**config.mk**
```make
export PLATFORM = sky130hd
export DESIGN_NAME = mbrg_top
export DESIGN_NICKNAME = d
export VERILOG_FILES = /design/src/verilog/mbrg_pkg.sv /design/src/verilog/mbrg_fifo.sv /design/src/verilog/mbrg_top.sv
export SDC_FILE = /design/constraint.sdc
export NUM_CORES = 1
export LEC_CHECK = 0
export ABC_AREA = 0
export BUFFER_PORTS_ARGS = -buffer_cell sky130_fd_sc_hd__buf_2
export CORE_MARGIN = 8
export CORE_UTILIZATION = 55
export CTS_CLUSTER_SIZE = 40
export DETAILED_ROUTE_END_ITERATION = 8
export GPL_TIMING_DRIVEN = 1
export PLACE_DENSITY = 0.8
export SLEW_MARGIN = 5
export SYNTH_ARGS = -nofsm -noshare
export SYNTH_HDL_FRONTEND = slang
export SYNTH_SLANG_ARGS = --single-unit
```
**constraint.sdc**
```tcl
create_clock -name aclk -period 5.85 [get_ports aclk]
set_clock_uncertainty 0.15 [all_clocks]
set_input_delay 0.2925 -clock aclk [delete_from_list [all_inputs] [get_ports aclk]]
set_output_delay 0.2925 -clock aclk [all_outputs]
set_load 0.01 [all_outputs]
```
**src/verilog/mbrg_pkg.sv**
```systemverilog
// Shared constants and types for the modem bit rate generator
`default_nettype none
package mbrg_pkg;
    localparam int unsigned ADDR_W = 8;
    localparam int unsigned DATA_W = 32;
    localparam int unsigned BYTE_W = 8;
    localparam int unsigned FRAC_W = 4;
    localparam int unsigned DIV_W  = 16;
    localparam int unsigned FIFO_DEPTH = 8;

    // Register byte addresses
    localparam logic [ADDR_W-1:0] OFF_CTRL     = 8'h00;
    localparam logic [ADDR_W-1:0] OFF_DIV_HIGH = 8'h04;
    localparam logic [ADDR_W-1:0] OFF_DIV_LOW  = 8'h08;
    localparam logic [ADDR_W-1:0] OFF_FRAC     = 8'h0c;
    localparam logic [ADDR_W-1:0] OFF_TXDATA   = 8'h10;
    localparam logic [ADDR_W-1:0] OFF_STATUS   = 8'h14;

    // Reset values
    localparam logic [BYTE_W-1:0] DIV_HIGH_RST = 8'h1a;
    localparam logic [BYTE_W-1:0] DIV_LOW_RST  = 8'h0b;
    localparam logic [FRAC_W-1:0] FRAC_RST     = 4'h0;

    // Status bit positions
    localparam int unsigned ST_TX      = 0;
    localparam int unsigned ST_RX      = 1;
    localparam int unsigned ST_EMPTY   = 2;
    localparam int unsigned ST_FULL    = 3;
    localparam int unsigned ST_RESTART = 4;
    localparam int unsigned ST_BIT     = 5;
    localparam int unsigned ST_W       = 6;

    localparam logic [1:0] RESP_OKAY   = 2'h0;
    localparam logic [1:0] RESP_SLVERR = 2'h2;

    typedef enum logic [1:0] {
        MBRG_OP_IDLE = 2'h0,
        MBRG_OP_TX   = 2'h1,
        MBRG_OP_RX   = 2'h2
    } mbrg_op_t;

    // Transmit engine, Gray coded along off, start, run
    typedef enum logic [1:0] {
        MBRG_ENG_OFF   = 2'h0,
        MBRG_ENG_START = 2'h1,
        MBRG_ENG_RUN   = 2'h3
    } mbrg_eng_t;

    // Control register layout, low bits first from op
    typedef struct packed {
        logic     shaping;
        logic     ook;
        logic     continuous;
        mbrg_op_t op;
    } mbrg_ctrl_t;

    localparam int unsigned CTRL_W = 5;
    localparam mbrg_ctrl_t CTRL_RST = '{shaping: 1'b0, ook: 1'b0,
                                        continuous: 1'b0, op: MBRG_OP_IDLE};

    // Modulator drive: synthesizer step, PA enable, current bit
    typedef struct packed {
        logic              pa_on;
        logic signed [2:0] step;
        logic              bit_val;
    } mbrg_mod_t;
endpackage : mbrg_pkg
`default_nettype wire

```
**src/verilog/mbrg_fifo.sv**
```systemverilog
// Flip-flop FIFO with valid and ready on both sides
`default_nettype none
module mbrg_fifo #(
    parameter int unsigned WIDTH = 8,
    parameter int unsigned DEPTH = 8
) (
    input  wire logic             aclk,
    input  wire logic             aresetn,
    input  wire logic [WIDTH-1:0] in_data,
    input  wire logic             in_valid,
    output logic                  in_ready,
    output logic [WIDTH-1:0]      out_data,
    output logic                  out_valid,
    input  wire logic             out_ready,
    output logic                  empty,
    output logic                  full
);
    localparam int unsigned PW = $clog2(DEPTH);

    logic [WIDTH-1:0] mem [DEPTH];
    logic [PW:0]      wr_ptr;
    logic [PW:0]      rd_ptr;
    wire              push = in_valid && in_ready;
    wire              pop  = out_valid && out_ready;

    assign empty     = (wr_ptr == rd_ptr);
    assign full      = (wr_ptr[PW] != rd_ptr[PW]) && (wr_ptr[PW-1:0] == rd_ptr[PW-1:0]);
    assign in_ready  = !full;
    assign out_valid = !empty;
    assign out_data  = mem[rd_ptr[PW-1:0]];

    always_ff @(posedge aclk) begin
        if (!aresetn) begin
            wr_ptr <= '0;
            rd_ptr <= '0;
        end else begin
            if (push) wr_ptr <= wr_ptr + 1'b1;
            if (pop) rd_ptr <= rd_ptr + 1'b1;
        end
    end

    always_ff @(posedge aclk) begin
        if (push) mem[wr_ptr[PW-1:0]] <= in_data;
    end
endmodule : mbrg_fifo
`default_nettype wire

```
**src/verilog/mbrg_top.sv**
```systemverilog
// Bit rate generator and transmit data entry with AXI4-Lite registers
//
// Implementation choices: the address map and the AXI4-Lite slave port.
`default_nettype none
//
// Contract
// - Continuous mode without shaping: data pin goes to modulator, no bit timing.
// - Continuous mode with shaping: drive bit clock, host sends bits in step.
// - Bit period is crystal period times divisor plus fraction over 16.
// - OOK selected: fraction ignored, integer divisor alone times bits.
// - Half-duplex: transmit and receive paths never active together.
// - All settings including divisor and fraction are writable and readable.
// - Transmit modulation steps the synthesizer division, optionally pre-filtered; with OOK the step is held at zero and only the PA is gated.
// - Each rising bit clock edge asks the host for the next transmit bit.
module mbrg_top #(
    parameter int unsigned FIFO_DEPTH = mbrg_pkg::FIFO_DEPTH
) (
    input  wire logic                          aclk,
    input  wire logic                          aresetn,
    input  wire logic [mbrg_pkg::ADDR_W-1:0]   s_axi_awaddr,
    input  wire logic                          s_axi_awvalid,
    output logic                               s_axi_awready,
    input  wire logic [mbrg_pkg::DATA_W-1:0]   s_axi_wdata,
    input  wire logic [3:0]                    s_axi_wstrb,
    input  wire logic                          s_axi_wvalid,
    output logic                               s_axi_wready,
    output logic [1:0]                         s_axi_bresp,
    output logic                               s_axi_bvalid,
    input  wire logic                          s_axi_bready,
    input  wire logic [mbrg_pkg::ADDR_W-1:0]   s_axi_araddr,
    input  wire logic                          s_axi_arvalid,
    output logic                               s_axi_arready,
    output logic [mbrg_pkg::DATA_W-1:0]        s_axi_rdata,
    output logic [1:0]                         s_axi_rresp,
    output logic                               s_axi_rvalid,
    input  wire logic                          s_axi_rready,
    input  wire logic                          general_io_two,
    output logic                               bit_clock_out,
    output mbrg_pkg::mbrg_mod_t                mod_out,
    output logic                               tx_active,
    output logic                               rx_active
);
    localparam int unsigned BW = mbrg_pkg::BYTE_W;
    localparam int unsigned FW = mbrg_pkg::FRAC_W;
    localparam int unsigned DW = mbrg_pkg::DIV_W;

    function automatic logic signed [2:0] bit_level(input logic b);
        bit_level = b ? 3'sh1 : 3'sh7;
    endfunction : bit_level

    function automatic logic [FW:0] frac_add(input logic [FW-1:0] a, input logic [FW-1:0] f);
        frac_add = {1'b0, a} + {1'b0, f};
    endfunction : frac_add

    // Registers
    mbrg_pkg::mbrg_ctrl_t ctrl;
    logic [BW-1:0]        div_high;
    logic [BW-1:0]        div_low;
    logic [FW-1:0]        frac;
    logic                 restart_needed;

    // Bus state
    logic [mbrg_pkg::ADDR_W-1:0] wr_addr;
    logic [mbrg_pkg::DATA_W-1:0] wr_data;
    logic [3:0]                  wr_strb;

    // Bit engine state
    mbrg_pkg::mbrg_eng_t eng;
    logic                shaping_used;
    logic [DW-1:0]       cnt;
    logic [FW-1:0]       acc;
    logic                data_meta;
    logic                data_sync;
    logic                cur_bit;
    logic                prev_bit;
    logic [BW-1:0]       shreg;
    logic [3:0]          bits_left;

    // FIFO wiring
    logic [BW-1:0] fifo_out;
    logic          fifo_out_valid;
    logic          fifo_in_ready;
    logic          fifo_empty;
    logic          fifo_full;

    // Write path decode
    wire have_write  = !s_axi_awready && !s_axi_wready && !s_axi_bvalid;
    wire lane0       = wr_strb[0];
    wire wr_ctrl     = (wr_addr == mbrg_pkg::OFF_CTRL);
    wire wr_high     = (wr_addr == mbrg_pkg::OFF_DIV_HIGH);
    wire wr_low      = (wr_addr == mbrg_pkg::OFF_DIV_LOW);
    wire wr_frac     = (wr_addr == mbrg_pkg::OFF_FRAC);
    wire wr_tx       = (wr_addr == mbrg_pkg::OFF_TXDATA);
    wire wr_stat     = (wr_addr == mbrg_pkg::OFF_STATUS);
    wire wr_mapped   = wr_ctrl || wr_high || wr_low || wr_frac || wr_tx || wr_stat;
    // Back-pressure: a data write waits for room in the FIFO
    wire do_write    = have_write && !(wr_tx && lane0 && !fifo_in_ready);
    wire fifo_push   = do_write && wr_tx && lane0;
    localparam int unsigned CTRL_W_L = mbrg_pkg::CTRL_W;
    wire [CTRL_W_L-1:0] wr_ctrl_bits = wr_data[CTRL_W_L-1:0];
    wire mbrg_pkg::mbrg_ctrl_t new_ctrl = mbrg_pkg::mbrg_ctrl_t'(wr_ctrl_bits);

    // Read path decode
    wire [mbrg_pkg::ST_W-1:0] status = {cur_bit, restart_needed, fifo_full,
                                        fifo_empty, rx_active, tx_active};
    wire rd_ctrl  = (s_axi_araddr == mbrg_pkg::OFF_CTRL);
    wire rd_high  = (s_axi_araddr == mbrg_pkg::OFF_DIV_HIGH);
    wire rd_low   = (s_axi_araddr == mbrg_pkg::OFF_DIV_LOW);
    wire rd_frac  = (s_axi_araddr == mbrg_pkg::OFF_FRAC);
    wire rd_tx    = (s_axi_araddr == mbrg_pkg::OFF_TXDATA);
    wire rd_stat  = (s_axi_araddr == mbrg_pkg::OFF_STATUS);
    wire rd_mapped = rd_ctrl || rd_high || rd_low || rd_frac || rd_tx || rd_stat;
    wire [mbrg_pkg::DATA_W-1:0] rd_mux =
        rd_ctrl ? {{(mbrg_pkg::DATA_W-CTRL_W_L){1'b0}}, ctrl} :
        rd_high ? {{(mbrg_pkg::DATA_W-BW){1'b0}}, div_high} :
        rd_low  ? {{(mbrg_pkg::DATA_W-BW){1'b0}}, div_low} :
        rd_frac ? {{(mbrg_pkg::DATA_W-FW){1'b0}}, frac} :
        rd_stat ? {{(mbrg_pkg::DATA_W-mbrg_pkg::ST_W){1'b0}}, status} :
                  '0;

    // Bit timing decode
    wire [DW-1:0] div_raw  = {div_high, div_low};
    wire [DW-1:0] div_eff  = (div_raw == '0) ? DW'(1) : div_raw;
    // OOK forces the fraction to zero
    wire [FW-1:0] frac_eff = ctrl.ook ? '0 : frac;
    // Remainder accumulates; carry stretches one bit by a cycle
    wire [FW:0]   acc_sum  = frac_add(acc, frac_eff);
    // Reload for N plus fractional carry
    wire [DW-1:0] reload   = div_eff - DW'(1) + DW'(acc_sum[FW]);
    wire [DW-1:0] half_pt  = div_eff >> 1;
    wire          running  = tx_active || rx_active;
    wire          tick     = running && (cnt == '0);
    wire          tx_on    = (eng == mbrg_pkg::MBRG_ENG_RUN);
    wire          gauss    = ctrl.continuous && shaping_used;
    wire          async_tx = ctrl.continuous && !shaping_used;
    wire          need_byte = tx_on && tick && !ctrl.continuous && (bits_left == '0);
    wire          want_tx  = (ctrl.op == mbrg_pkg::MBRG_OP_TX);
    wire          set_restart = do_write && wr_ctrl && lane0 && (eng != mbrg_pkg::MBRG_ENG_OFF)
                              && (new_ctrl.shaping != ctrl.shaping);
    wire          clr_restart = (do_write && wr_stat && lane0 && wr_data[mbrg_pkg::ST_RESTART])
                              || (eng == mbrg_pkg::MBRG_ENG_START);
    // Two-tap pre-filter when shaping, else full deviation
    wire signed [2:0] next_step = bit_level(cur_bit) + (shaping_used ? bit_level(prev_bit)
                                                                    : bit_level(cur_bit));

    mbrg_fifo #(
        .WIDTH (BW),
        .DEPTH (FIFO_DEPTH)
    ) u_fifo (
        .aclk      (aclk),
        .aresetn   (aresetn),
        .in_data   (wr_data[BW-1:0]),
        .in_valid  (fifo_push),
        .in_ready  (fifo_in_ready),
        .out_data  (fifo_out),
        .out_valid (fifo_out_valid),
        .out_ready (need_byte),
        .empty     (fifo_empty),
        .full      (fifo_full)
    );

    // AXI write channels, taken in either order
    always_ff @(posedge aclk) begin
        if (!aresetn) begin
            s_axi_awready <= 1'b1;
            s_axi_wready  <= 1'b1;
            s_axi_bvalid  <= 1'b0;
            s_axi_bresp   <= mbrg_pkg::RESP_OKAY;
            wr_addr       <= '0;
            wr_data       <= '0;
            wr_strb       <= '0;
        end else begin
            if (s_axi_awvalid && s_axi_awready) begin
                s_axi_awready <= 1'b0;
                wr_addr       <= s_axi_awaddr;
            end
            if (s_axi_wvalid && s_axi_wready) begin
                s_axi_wready <= 1'b0;
                wr_data      <= s_axi_wdata;
                wr_strb      <= s_axi_wstrb;
            end
            if (do_write) begin
                s_axi_bvalid <= 1'b1;
                s_axi_bresp  <= wr_mapped ? mbrg_pkg::RESP_OKAY : mbrg_pkg::RESP_SLVERR;
            end else if (s_axi_bvalid && s_axi_bready) begin
                s_axi_bvalid  <= 1'b0;
                s_axi_awready <= 1'b1;
                s_axi_wready  <= 1'b1;
            end
        end
    end

    // AXI read channel
    always_ff @(posedge aclk) begin
        if (!aresetn) begin
            s_axi_arready <= 1'b1;
            s_axi_rvalid  <= 1'b0;
            s_axi_rdata   <= '0;
            s_axi_rresp   <= mbrg_pkg::RESP_OKAY;
        end else if (s_axi_arvalid && s_axi_arready) begin
            s_axi_arready <= 1'b0;
            s_axi_rvalid  <= 1'b1;
            s_axi_rdata   <= rd_mux;
            s_axi_rresp   <= rd_mapped ? mbrg_pkg::RESP_OKAY : mbrg_pkg::RESP_SLVERR;
        end else if (s_axi_rvalid && s_axi_rready) begin
            s_axi_rvalid  <= 1'b0;
            s_axi_arready <= 1'b1;
        end
    end

    always_ff @(posedge aclk) begin
        if (!aresetn) begin
            ctrl     <= mbrg_pkg::CTRL_RST;
            div_high <= mbrg_pkg::DIV_HIGH_RST;
            div_low  <= mbrg_pkg::DIV_LOW_RST;
            frac     <= mbrg_pkg::FRAC_RST;
        end else if (do_write && lane0) begin
            if (wr_ctrl) ctrl <= new_ctrl;
            if (wr_high) div_high <= wr_data[BW-1:0];
            if (wr_low) div_low <= wr_data[BW-1:0];
            if (wr_frac) frac <= wr_data[FW-1:0];
        end
    end

    // Flag a shaping change until the transmitter restarts; set wins
    always_ff @(posedge aclk) begin
        if (!aresetn) restart_needed <= 1'b0;
        else if (set_restart) restart_needed <= 1'b1;
        else if (clr_restart) restart_needed <= 1'b0;
    end

    // Transmit engine; shaping is latched only at start so a change needs a restart
    always_ff @(posedge aclk) begin
        if (!aresetn) begin
            eng          <= mbrg_pkg::MBRG_ENG_OFF;
            shaping_used <= 1'b0;
            tx_active    <= 1'b0;
            rx_active    <= 1'b0;
        end else begin
            case (eng)
                mbrg_pkg::MBRG_ENG_OFF: begin
                    if (want_tx) eng <= mbrg_pkg::MBRG_ENG_START;
                end
                mbrg_pkg::MBRG_ENG_START: begin
                    shaping_used <= ctrl.shaping;
                    eng          <= want_tx ? mbrg_pkg::MBRG_ENG_RUN : mbrg_pkg::MBRG_ENG_OFF;
                end
                mbrg_pkg::MBRG_ENG_RUN: begin
                    if (!want_tx) eng <= mbrg_pkg::MBRG_ENG_OFF;
                end
                default: eng <= mbrg_pkg::MBRG_ENG_OFF;
            endcase
            // Receive only while the transmit engine is off
            tx_active <= (eng == mbrg_pkg::MBRG_ENG_START) && want_tx
                      || (eng == mbrg_pkg::MBRG_ENG_RUN) && want_tx;
            rx_active <= (ctrl.op == mbrg_pkg::MBRG_OP_RX) && (eng == mbrg_pkg::MBRG_ENG_OFF)
                      && !tx_active;
        end
    end

    always_ff @(posedge aclk) begin
        if (!aresetn || !running) begin
            cnt <= '0;
            acc <= '0;
        end else if (cnt == '0) begin
            cnt <= reload;
            acc <= acc_sum[FW-1:0];
        end else begin
            cnt <= cnt - DW'(1);
        end
    end

    // Data pin synchroniser; no bit timing is applied in async mode
    always_ff @(posedge aclk) begin
        if (!aresetn) begin
            data_meta <= 1'b0;
            data_sync <= 1'b0;
        end else begin
            data_meta <= general_io_two;
            data_sync <= data_meta;
        end
    end

    // Bit clock rises at each bit start, falls at mid-bit
    always_ff @(posedge aclk) begin
        if (!aresetn || !(tx_on && gauss && want_tx)) bit_clock_out <= 1'b0;
        else if (tick) bit_clock_out <= 1'b1;
        else if (cnt == half_pt) bit_clock_out <= 1'b0;
    end

    // Bit source selection
    always_ff @(posedge aclk) begin
        if (!aresetn || !tx_on) begin
            cur_bit   <= 1'b0;
            prev_bit  <= 1'b0;
            shreg     <= '0;
            bits_left <= '0;
        end else if (async_tx) begin
            cur_bit  <= data_sync;
            prev_bit <= cur_bit;
        end else if (tick) begin
            prev_bit <= cur_bit;
            if (gauss) begin
                // Host placed this bit after the previous clock edge
                cur_bit <= data_sync;
            end else if (bits_left != '0) begin
                cur_bit   <= shreg[BW-1];
                shreg     <= {shreg[BW-2:0], 1'b0};
                bits_left <= bits_left - 4'h1;
            end else if (fifo_out_valid) begin
                cur_bit   <= fifo_out[BW-1];
                shreg     <= {fifo_out[BW-2:0], 1'b0};
                bits_left <= 4'(BW - 1);
            end else begin
                // Underrun sends zeros rather than stalling the air rate
                cur_bit <= 1'b0;
            end
        end
    end

    // Modulator drive: synthesizer step for FSK, PA gating for OOK
    always_ff @(posedge aclk) begin
        if (!aresetn) begin
            mod_out <= '0;
        end else begin
            mod_out.bit_val <= cur_bit;
            mod_out.step    <= (tx_on && !ctrl.ook) ? next_step : 3'sh0;
            mod_out.pa_on   <= tx_on && (!ctrl.ook || cur_bit);
        end
    end
endmodule : mbrg_top
`default_nettype wire

```
# ---- Word level (Yosys, flattened, before mapping)
# Memory sizes are Yosys's and may differ from the RTL's. A register that Yosys moved wholly into a read port is not among the register bits.
# Index checks and enable logic that the tools add are counted.
dict set report op_classes {
  addsub 8
  eq_ne 22
  mux 48
  bitwise_logic 2
  reduce_logical 88
}
# cell count
set ops {}
lappend ops {{2-to-1 mux 8 bit} 5}
lappend ops {{logical AND 1 bit} 37}
lappend ops {{equality test 8 x 4 -> 1 bit (second input constant)} 4}
lappend ops {{equality test 8 x 5 -> 1 bit (second input constant)} 4}
lappend ops {{zero test 16 bit} 2}
lappend ops {{2-to-1 mux 16 bit} 2}
lappend ops {{subtractor 16 x 1 -> 16 bit (second input constant)} 2}
lappend ops {{2-to-1 mux 1 bit} 25}
lappend ops {{logical OR 1 bit} 17}
lappend ops {{adder 16 x 1 -> 16 bit} 1}
lappend ops {{equality test 16 x 15 -> 1 bit} 1}
lappend ops {{equality test 8 x 3 -> 1 bit (second input constant)} 2}
lappend ops {{zero test 8 bit} 2}
lappend ops {{2-to-1 mux 3 bit} 5}
lappend ops {{zero test 1 bit} 14}
lappend ops {{2-to-1 mux 4 bit} 3}
lappend ops {{2-to-1 mux 6 bit} 2}
lappend ops {{AND reduction 2 bit} 6}
lappend ops {{nonzero test 2 bit} 6}
lappend ops {{2-to-1 mux 2 bit} 5}
lappend ops {{adder 4 x 1 -> 4 bit (second input constant)} 2}
lappend ops {{inequality test 2 bit (second input constant)} 3}
lappend ops {{one-hot mux 2 bit (3 select lines)} 1}
lappend ops {{adder 4 x 4 -> 5 bit} 1}
lappend ops {{12 further kinds} 16}
dict set report totals {
  reg_bits 139
  ramBits 64
  inputBits 60
  n_memories 1
}
# memory depth word_bits rd rd_ports_with_merged_regs write_ports line_no
set mem_list {}
lappend mem_list {u_fifo.mem 8 8 1 1 1 mbrg_fifo.sv:20} ;# logic [WIDTH-1:0] mem [DEPTH];

# ---- Depth between registers and ports, before layout
# Gate-level depths: netlist (run 1).
dict set report depth {
  depth_word 11
  mapped_depth 16
}

# ---- By module
# A second synthesis (run 1) with hierarchy kept.
dict set report hier_totals {
  hier_cells 815
  area_unflattened_um2 8653.3
}
# module n_inst cells_per_inst area_per_inst_um2 seq_area_each_um2
set modules_own_cells {}
lappend modules_own_cells {mbrg_top 1 637 5439.0 2062.0}
lappend modules_own_cells {mbrg_fifo 1 178 3214.3 2142.1}

# ---- Worst setup path before layout (run 1)
# Ideal clock, no wire load.
dict set report synth_timing {
  path_kind {register to register}
  from {register ctrl[3] in the netlist's numbering}
  to {register cnt[12]}
  t_arrival_ps 3013
  required_ps 5630
  setup_slack_ps 2616
  path_stages_with_launch 17
  path_buffers 2
  synth_period_minus_slack_ps 3234
  path_cell_list {dfxtp_1 > clkbuf_1 > nor2b_1 > ha_1 > inv_1 > fa_1 > inv_1 > a21o_1 > a21oi_1 > ha_1 > ha_1 > or3b_2 > clkbuf_1 > nor4_1 > xnor2_1 > a211o_1 > a21oi_1}
}
dict set report synth_between {
  elab_chain_cells 4
}
# element line_no
set synth_rtl {}
lappend synth_rtl {{start: declaration} mbrg_top.sv:56} ;# mbrg_pkg::mbrg_ctrl_t ctrl;
lappend synth_rtl {{start signal: assignment} mbrg_top.sv:213} ;# ctrl <= mbrg_pkg::CTRL_RST;
lappend synth_rtl {{start signal: assignment} mbrg_top.sv:218} ;# if (wr_ctrl) ctrl <= new_ctrl;
lappend synth_rtl {{2-to-1 mux 4 bit} mbrg_top.sv:125} ;# wire [FW-1:0] frac_eff = ctrl.ook ? '0 : frac;
lappend synth_rtl {{adder 4 x 4 -> 5 bit} mbrg_top.sv:52} ;# frac_add = {1'b0, a} + {1'b0, f};
lappend synth_rtl {{adder 16 x 1 -> 16 bit} mbrg_top.sv:129} ;# wire [DW-1:0] reload = div_eff - DW'(1) + DW'(acc_sum[FW]);
lappend synth_rtl {{2-to-1 mux 16 bit} mbrg_top.sv:265} ;# end else if (cnt == '0) begin
lappend synth_rtl {{end signal: assignment} mbrg_top.sv:266} ;# cnt <= reload;
lappend synth_rtl {{end signal: assignment} mbrg_top.sv:269} ;# cnt <= cnt - DW'(1);
lappend synth_rtl {{end: declaration} mbrg_top.sv:70} ;# logic [DW-1:0] cnt;
# Every way passes these cells.
# A chain may end at the register's enable or synchronous reset.

# ---- Worst setup path after layout (run 1)
# Same ends and word-level chain as after synthesis.

==> results of run 1 <==
==> registers in the layout, indices dropped and copies added, names as in the netlist, 2 cells and up, named ones only <==
name / flops
div_low: 8
cnt: 16
shreg: 7
ctrl: 5
mod_out: 4
acc: 4
frac: 4
u_fifo.mem: 64
u_fifo.wr_ptr: 4
div_high: 8
wr_data: 8
bits_left: 4
eng: 2
s_axi_rdata: 8
u_fifo.rd_ptr: 4
wr_addr: 8
==> area by class of cell <==
cell class | instances | area (µm²) | share of cell area, %
repair buffers | 89 | 583.1 | 6.158
clock buffers | 18 | 429.2 | 4.533
well taps | 188 | 235.2 | 2.484
clock inverters | 14 | 190.2 | 2.009
inverters | 22 | 82.58 | 0.8722
flip-flops and latches | 178 | 4204 | 44.40
multi-input cells | 577 | 3744 | 39.54
==> report_power, final <==
part           switching [mW]  internal (mW)  leakage, nW
Combinational          0.0522         0.0345         1.75
Clock                   0.508          0.688        0.300
Sequential             0.0245           1.29         1.51
==> per-stage QoR <==
| stage | cell area, µm² | setup WS (ps) | instances | hold slack, ps |
|---|---|---|---|---|
| after floorplan | 8439 | 2616 | 857 | 261.9 |
| after global placement | 8648 | 2453 | 1034 | 287.5 |
| after detailed placement | 8648 | 2389 | 1034 | 296.4 |
| after CTS | 9468 | 2338 | 1086 | 14.85 |
| after global routing | 9468 | 1984 | 1086 | 61.12 |
| final | 9468 | 2311 | 1086 | 33.52 |
==> cell usage in the layout, fill, tap and decap left out, types with 4 or more instances in the layout <==
master,count
a211oi_1,15
a21oi_1,50
a22oi_1,14
a2bb2oi_1,5
and2_1,8
and3_1,6
buf_2,54
buf_4,15
clkbuf_16,17
conb_1,27
dfxtp_1,114
dlygate4sd3_1,20
edfxtp_1,64
ha_1,11
inv_1,22
inv_6,4
inv_8,4
mux2i_1,52
mux4_2,4
nand2_1,73
nand2b_1,7
nand3_1,41
nand3b_1,6
nand4_1,5
nor2_1,57
nor2b_1,12
nor3_1,20
nor3b_1,6
nor4_1,18
o21ai_0,26
o31ai_1,6
or3_1,7
or4_1,9
xnor2_1,19
xor2_1,24
==> layer usage <==
| metal | share of wire (%) | routed length, µm |
|---|---|---|
| met2 | 48 | 9414 |
| met4 | 3.3 | 640 |
| met1 | 42 | 8193 |
| met5 | 0 | 0 |
| met3 | 7.0 | 1364 |
==> timing repair <==
| item | CTS | global route |
|---|---|---|
| hold endpoints to repair | 22 | 0 |
| hold buffers | 20 | 0 |
| buffers inserted | 0 | 0 |
==> how the worst max path moves through the flow <==
stage                                   to  slack (ps)  cells after the start
after floorplan                    cnt[12]        2620                     16
after detailed placement  u_fifo.mem[0][5]        2390                      5
after global placement             cnt[12]        2450                     14
after CTS                          cnt[12]        2340                     14
after global routing      u_fifo.mem[0][3]        1980                      5
final                              cnt[12]        2310                     14
==> logic make-up after synthesis <==
group,after synthesis,synth area share [%]
and+or+nand+nor,292,18.43
buffers and inverters,102,6.120
other,1,0.04495
muxes,58,7.590
adders and majority gates,12,1.890
AOI/OAI and AO/OA,145,11.01
DFF,178,50.40
xor gates and xnor gates,43,4.515
==> critical path: stages (launching register included) <==
cell     delay, ps
dfxtp_1        530
nor2b_1         90
ha_1           210
inv_1           70
fa_1           200
inv_1           50
a21o_1         150
a21oi_1        200
ha_1           250
ha_1           190
or3b_2         530
nor4_1         280
xnor2_1        140
a211o_1        300
a21oi_1        130
==> results.ini, run 1 <==
[min_path]
min_from = s_axi_awvalid
hp-class = input pin to flop
min_path_cells = 2
hold_path_end = s_axi_awready

[run]
drv_cap = 0

[timing]
max_slew.worst_pin.slew_ps = 1146
rsz0062_at_grt = false
max_slew_margin_pct = 23.04
slew_viol_final = 0
layout_min_cycle_time_ps = 3539
hold_violations = 0
tns_ps = 0
period_share_pct = 60.49
finalSetupViolCount = 0
fmax_mhz = 282.6

[global_route]
grt.met1_usage_pct = 25.01
grtUsageMet2_pct = 33.25
met3_usage_pct = 5.818
grt_pass1_vias = 6171
grt_max_degree = 57
gr-total-overflow = 0
grt_pass1_wl_um = 31950
antenna_found_initial = 0
grt.total_usage_pct = 20.60
grt.busiest_layer = met2

[synth]
synthTopCellsByCount = dfxtp_1 (114), nand2_1 (73), edfxtp_1 (64), nor2_1 (57), mux2i_1 (52)
ys_warn_count = 0
ys_seq_area_share_pct = 50.40
synth_top_area_share_pct = 27.36
synth-seq-cells = 178
synth.most_common_cell = dfxtp_1
synth_edf_count = 64
synth_area_mm2 = 0.008342
yosysTopAreaCell = dfxtp_1
yosys.cell_types.count = 64
ys_top_cells_by_area = dfxtp_1 (27%), edfxtp_1 (23%), mux2i_1 (6.2%)
syn_avg_cell_area_um2 = 10.04
async_reset_ff_share_pct = 0
synthFlopType = dfxtp_1
synth_cells = 831

[floorplan]
fp.dieW_um = 139.2
coreArea_mm2 = 0.01503
fp.dieArea_mm2 = 0.01936
num_io_pins = 109
core.rowCount = 45
initial_core_util_pct = 55.49
die-height_um = 139.2

[cells_and_area]
nFillCells = 1114
drive_above_1_share_pct = 13.36
finalNetCount = 957
utilization_pct = 62.98
diodes = 0
areaGrowthSynthToFinish_pct = 13.50

[critical_path]
critPathLaunchType = flop
rr_worst_depth = 14
regToRegEndpoint = cnt[12]
r2r_slack_ps = 2310
cp.required_ps = 6070
arrival_ps = 3750
timing.rr.start = ctrl[3]
end_kind = flop
path_max_fanout = 9
critPathKind = flop to flop
startpoint = ctrl[3]

[clock_tree]
clkSinkCount = 178
cts_resized = 0
htreeDepth = 4
cts_tree = done
path_clk_slew_ps = 70
cts_inserted_buffers = 17
cts_buffer_depth = 2
root_buffer = clkbuf_16
clkLatencyLatePin_ps = 430

[placed_design]
io_buffer_count = 54
finalWeightedCongestion = 0.8877
dp_hpwl_um = 12830

[routing]
viasPerCell = 5.901
wl_per_cell_um = 18.06
routed_wl_um = 19610
drtIter0Drc = 594
ant_nets = 0
routed-via-count = 6408
dr.pass1.iters = 5
drcViolationCount = 0

[power]
p_leak_nw = 3.553
peakVddDrop_mv = 0.2944
powerDensity_mw_per_mm2 = 274.5
total_power_mw = 2.599

[outcome]
status = complete, no violations

Power figures use the tool's default switching activity.
==> run 2, diff against run 1 <==
clock period = 3.5 ns   (was 5.85 ns; I/O delays follow)
==> run 2 against run 1 <==
Routed wire length is 4.3% higher; sequential cell count stayed put; via count is 3.2% higher; count of clock-buffer cells in the layout is 1 lower; power is 62% higher; highest routed layer unchanged.
==> results.ini, run 2 (same netlist as run 1, synthesis figures left out) <==
[timing]
finalSetupViolCount = 0
hold_violations = 0
period_share_pct = 93.80
layout_min_cycle_time_ps = 3283
max_slew_margin_pct = 19.22
tns_ps = 0
max_slew.worst_pin.slew_ps = 1202
fmax_mhz = 304.6
rsz0062_at_grt = false
slew_viol_final = 0

[clock_tree]
cts_buffer_depth = 2
root_buffer = clkbuf_16
clkSinkCount = 178
htreeDepth = 4
cts_inserted_buffers = 17
path_clk_slew_ps = 70
cts_tree = done
postCtsSetupBuffers = 0
clkLatencyLatePin_ps = 430

[cells_and_area]
layout.cells.most_common = dfxtp_1
nFillCells = 1115
largest_reg_flops = 64
final_cell_mix = dfxtp_1 (114), nand2_1 (73), edfxtp_1 (64), nor2_1 (57), buf_2 (54)
diodes = 0
areaGrowthSynthToFinish_pct = 16.15
finalNetCount = 986
fin_area_mm2 = 0.009689
drive_above_1_share_pct = 14.13

[power]
p_sw_mw = 1.021
p_sw_share_pct = 24.32
peakVddDrop_mv = 0.4176
clkPwrFrac_pct = 43.6
powerDensity_mw_per_mm2 = 433.2
intPower_mw = 3.177
combPwrFrac_pct = 4.1
p_leak_nw = 3.627
seqPwrFrac_pct = 52.3

[min_path]
hold_path_end = s_axi_rresp[1]
hp-class = input pin to flop
min_path_cells = 3
min_from = s_axi_araddr[4]

[critical_path]
cp.required_ps = 3390
timing.rr.start = u_fifo.wr_ptr[1]
path_max_fanout = 11
cp_common_cell = nor3_1
crit_chain = xor2_1 > nor4_1 > nor3_1 > nand2b_1 > nor3_1
end_kind = flop
critPathLaunchType = flop
critPathKind = flop to flop
cp_num_buf_inv = 0
r2r_slack_ps = 220
cpMaxStageDelayCell = nor3_1
cp_top_family = simple AND/OR/NAND/NOR gates
max_stage_delay_ps = 960
rr_worst_depth = 5
arrival_ps = 3180
regToRegEndpoint = u_fifo.mem[0][3]

[outcome]
status = complete, no violations

[routing]
topRoutingLayerUsed = met4
drtIter0Drc = 503
dr_wl_met3_um = 1439
met2WireLength_um = 9787
routed-via-count = 6610
dr.pass1.iters = 7
drcViolationCount = 0
ant_nets = 0
wl_per_cell_um = 18.35
routed_wl_um = 20460
viasPerCell = 5.928
wl_met1_um = 8354

[global_route]
gr-total-overflow = 0
grt.total_usage_pct = 21.17
grt_pass1_wl_um = 32840
antenna_found_initial = 0
grt_max_degree = 34
grt_pass1_vias = 6563

[placed_design]
finalWeightedCongestion = 0.9122
io_buffer_count = 54
dp_hpwl_um = 13220
placed_cell_area_mm2 = 0.008716

[floorplan]
num_io_pins = 109
coreArea_mm2 = 0.01503
core.rowCount = 45
fp.dieW_um = 139.2
initial_core_util_pct = 55.49
die-height_um = 139.2
fp.dieArea_mm2 = 0.01936

[run]
drv_cap = 0

==> run 2: cell types whose count changed in the layout (fill, tap and decap cells not counted), sizes merged <==
cell	before	now
bufinv	3	0
buf	69	78
dlygate4sd3	20	40
clkinv	1	5
clkbuf	18	17
==> run 2: how the worst max path moves through the flow <==
| stage | endpoint | start | cells after the start |
|---|---|---|---|
| 2_1_floorplan | cnt[12] | ctrl[3] | 16 |
| 6_report | u_fifo.mem[0][3] | u_fifo.wr_ptr[1] | 5 |
| 3_5_place_dp | cnt[12] | frac[0] | 14 |
| 5_1_grt | cnt[12] | frac[0] | 14 |
| 3_3_place_gp | cnt[12] | frac[0] | 14 |
| 4_1_cts | cnt[12] | frac[0] | 14 |
==> run 2: stage by stage <==
stage / hold slack (ps) / setup WS, ps / instances / util, % / total power, mW
6_report: 18.14 / 217.1 / 1115 / 64.45 / 4.198
5_1_grt: 53.13 / 28.87 / 1115 / 64.45 / 4.312
4_1_cts: 1.462 / 219.7 / 1115 / 64.41 / 4.201
3_5_place_dp: 278.0 / 252.5 / 1043 / 57.98 / 2.368
3_3_place_gp: 267.2 / 332.9 / 1043 / 57.98 / 2.365
2_1_floorplan: 152.3 / 266.1 / 857 / - / 2.334
==> run 2: what timing repair did <==
action | CTS | global route
gates resized for setup | 0 | 1
endpoints found under the hold margin | 27 | 0
hold buffers | 40 | 0
endpoints found under the setup margin | 0 | 1
==> run 2: final cells by class <==
cell class | count | area, µm² | area share (%)
inverters | 22 | 82.58 | 0.8523
flip-flops and latches | 178 | 4204 | 43.39
well taps | 188 | 235.2 | 2.428
clock buffers | 17 | 425.4 | 4.390
clock inverters | 15 | 141.4 | 1.459
repair buffers | 118 | 850.8 | 8.781
multi-input cells | 577 | 3750 | 38.70
==> run 2: tightest hold or removal path, stage by stage <==
cell and delay, ps:
buf_2 170, a21oi_1 130, a21oi_1 70
==> run 2: power groups by stage <==
stage | clock network [mW] | registers, mW | logic (mW)
global route | 1.93 | 2.20 | 0.187
CTS | 1.85 | 2.19 | 0.162
floorplan | 0 | 2.23 | 0.109
finish | 1.83 | 2.20 | 0.170
detailed placement | 0 | 2.24 | 0.127
global placement | 0 | 2.24 | 0.126
==> run 2: routing by layer <==
layer	vias to the layer above	global-route usage (%)
met2	277	35.22
met4	0	11.15
met5	-	0
li1	3108	-
met1	3160	24.78
met3	65	5.473
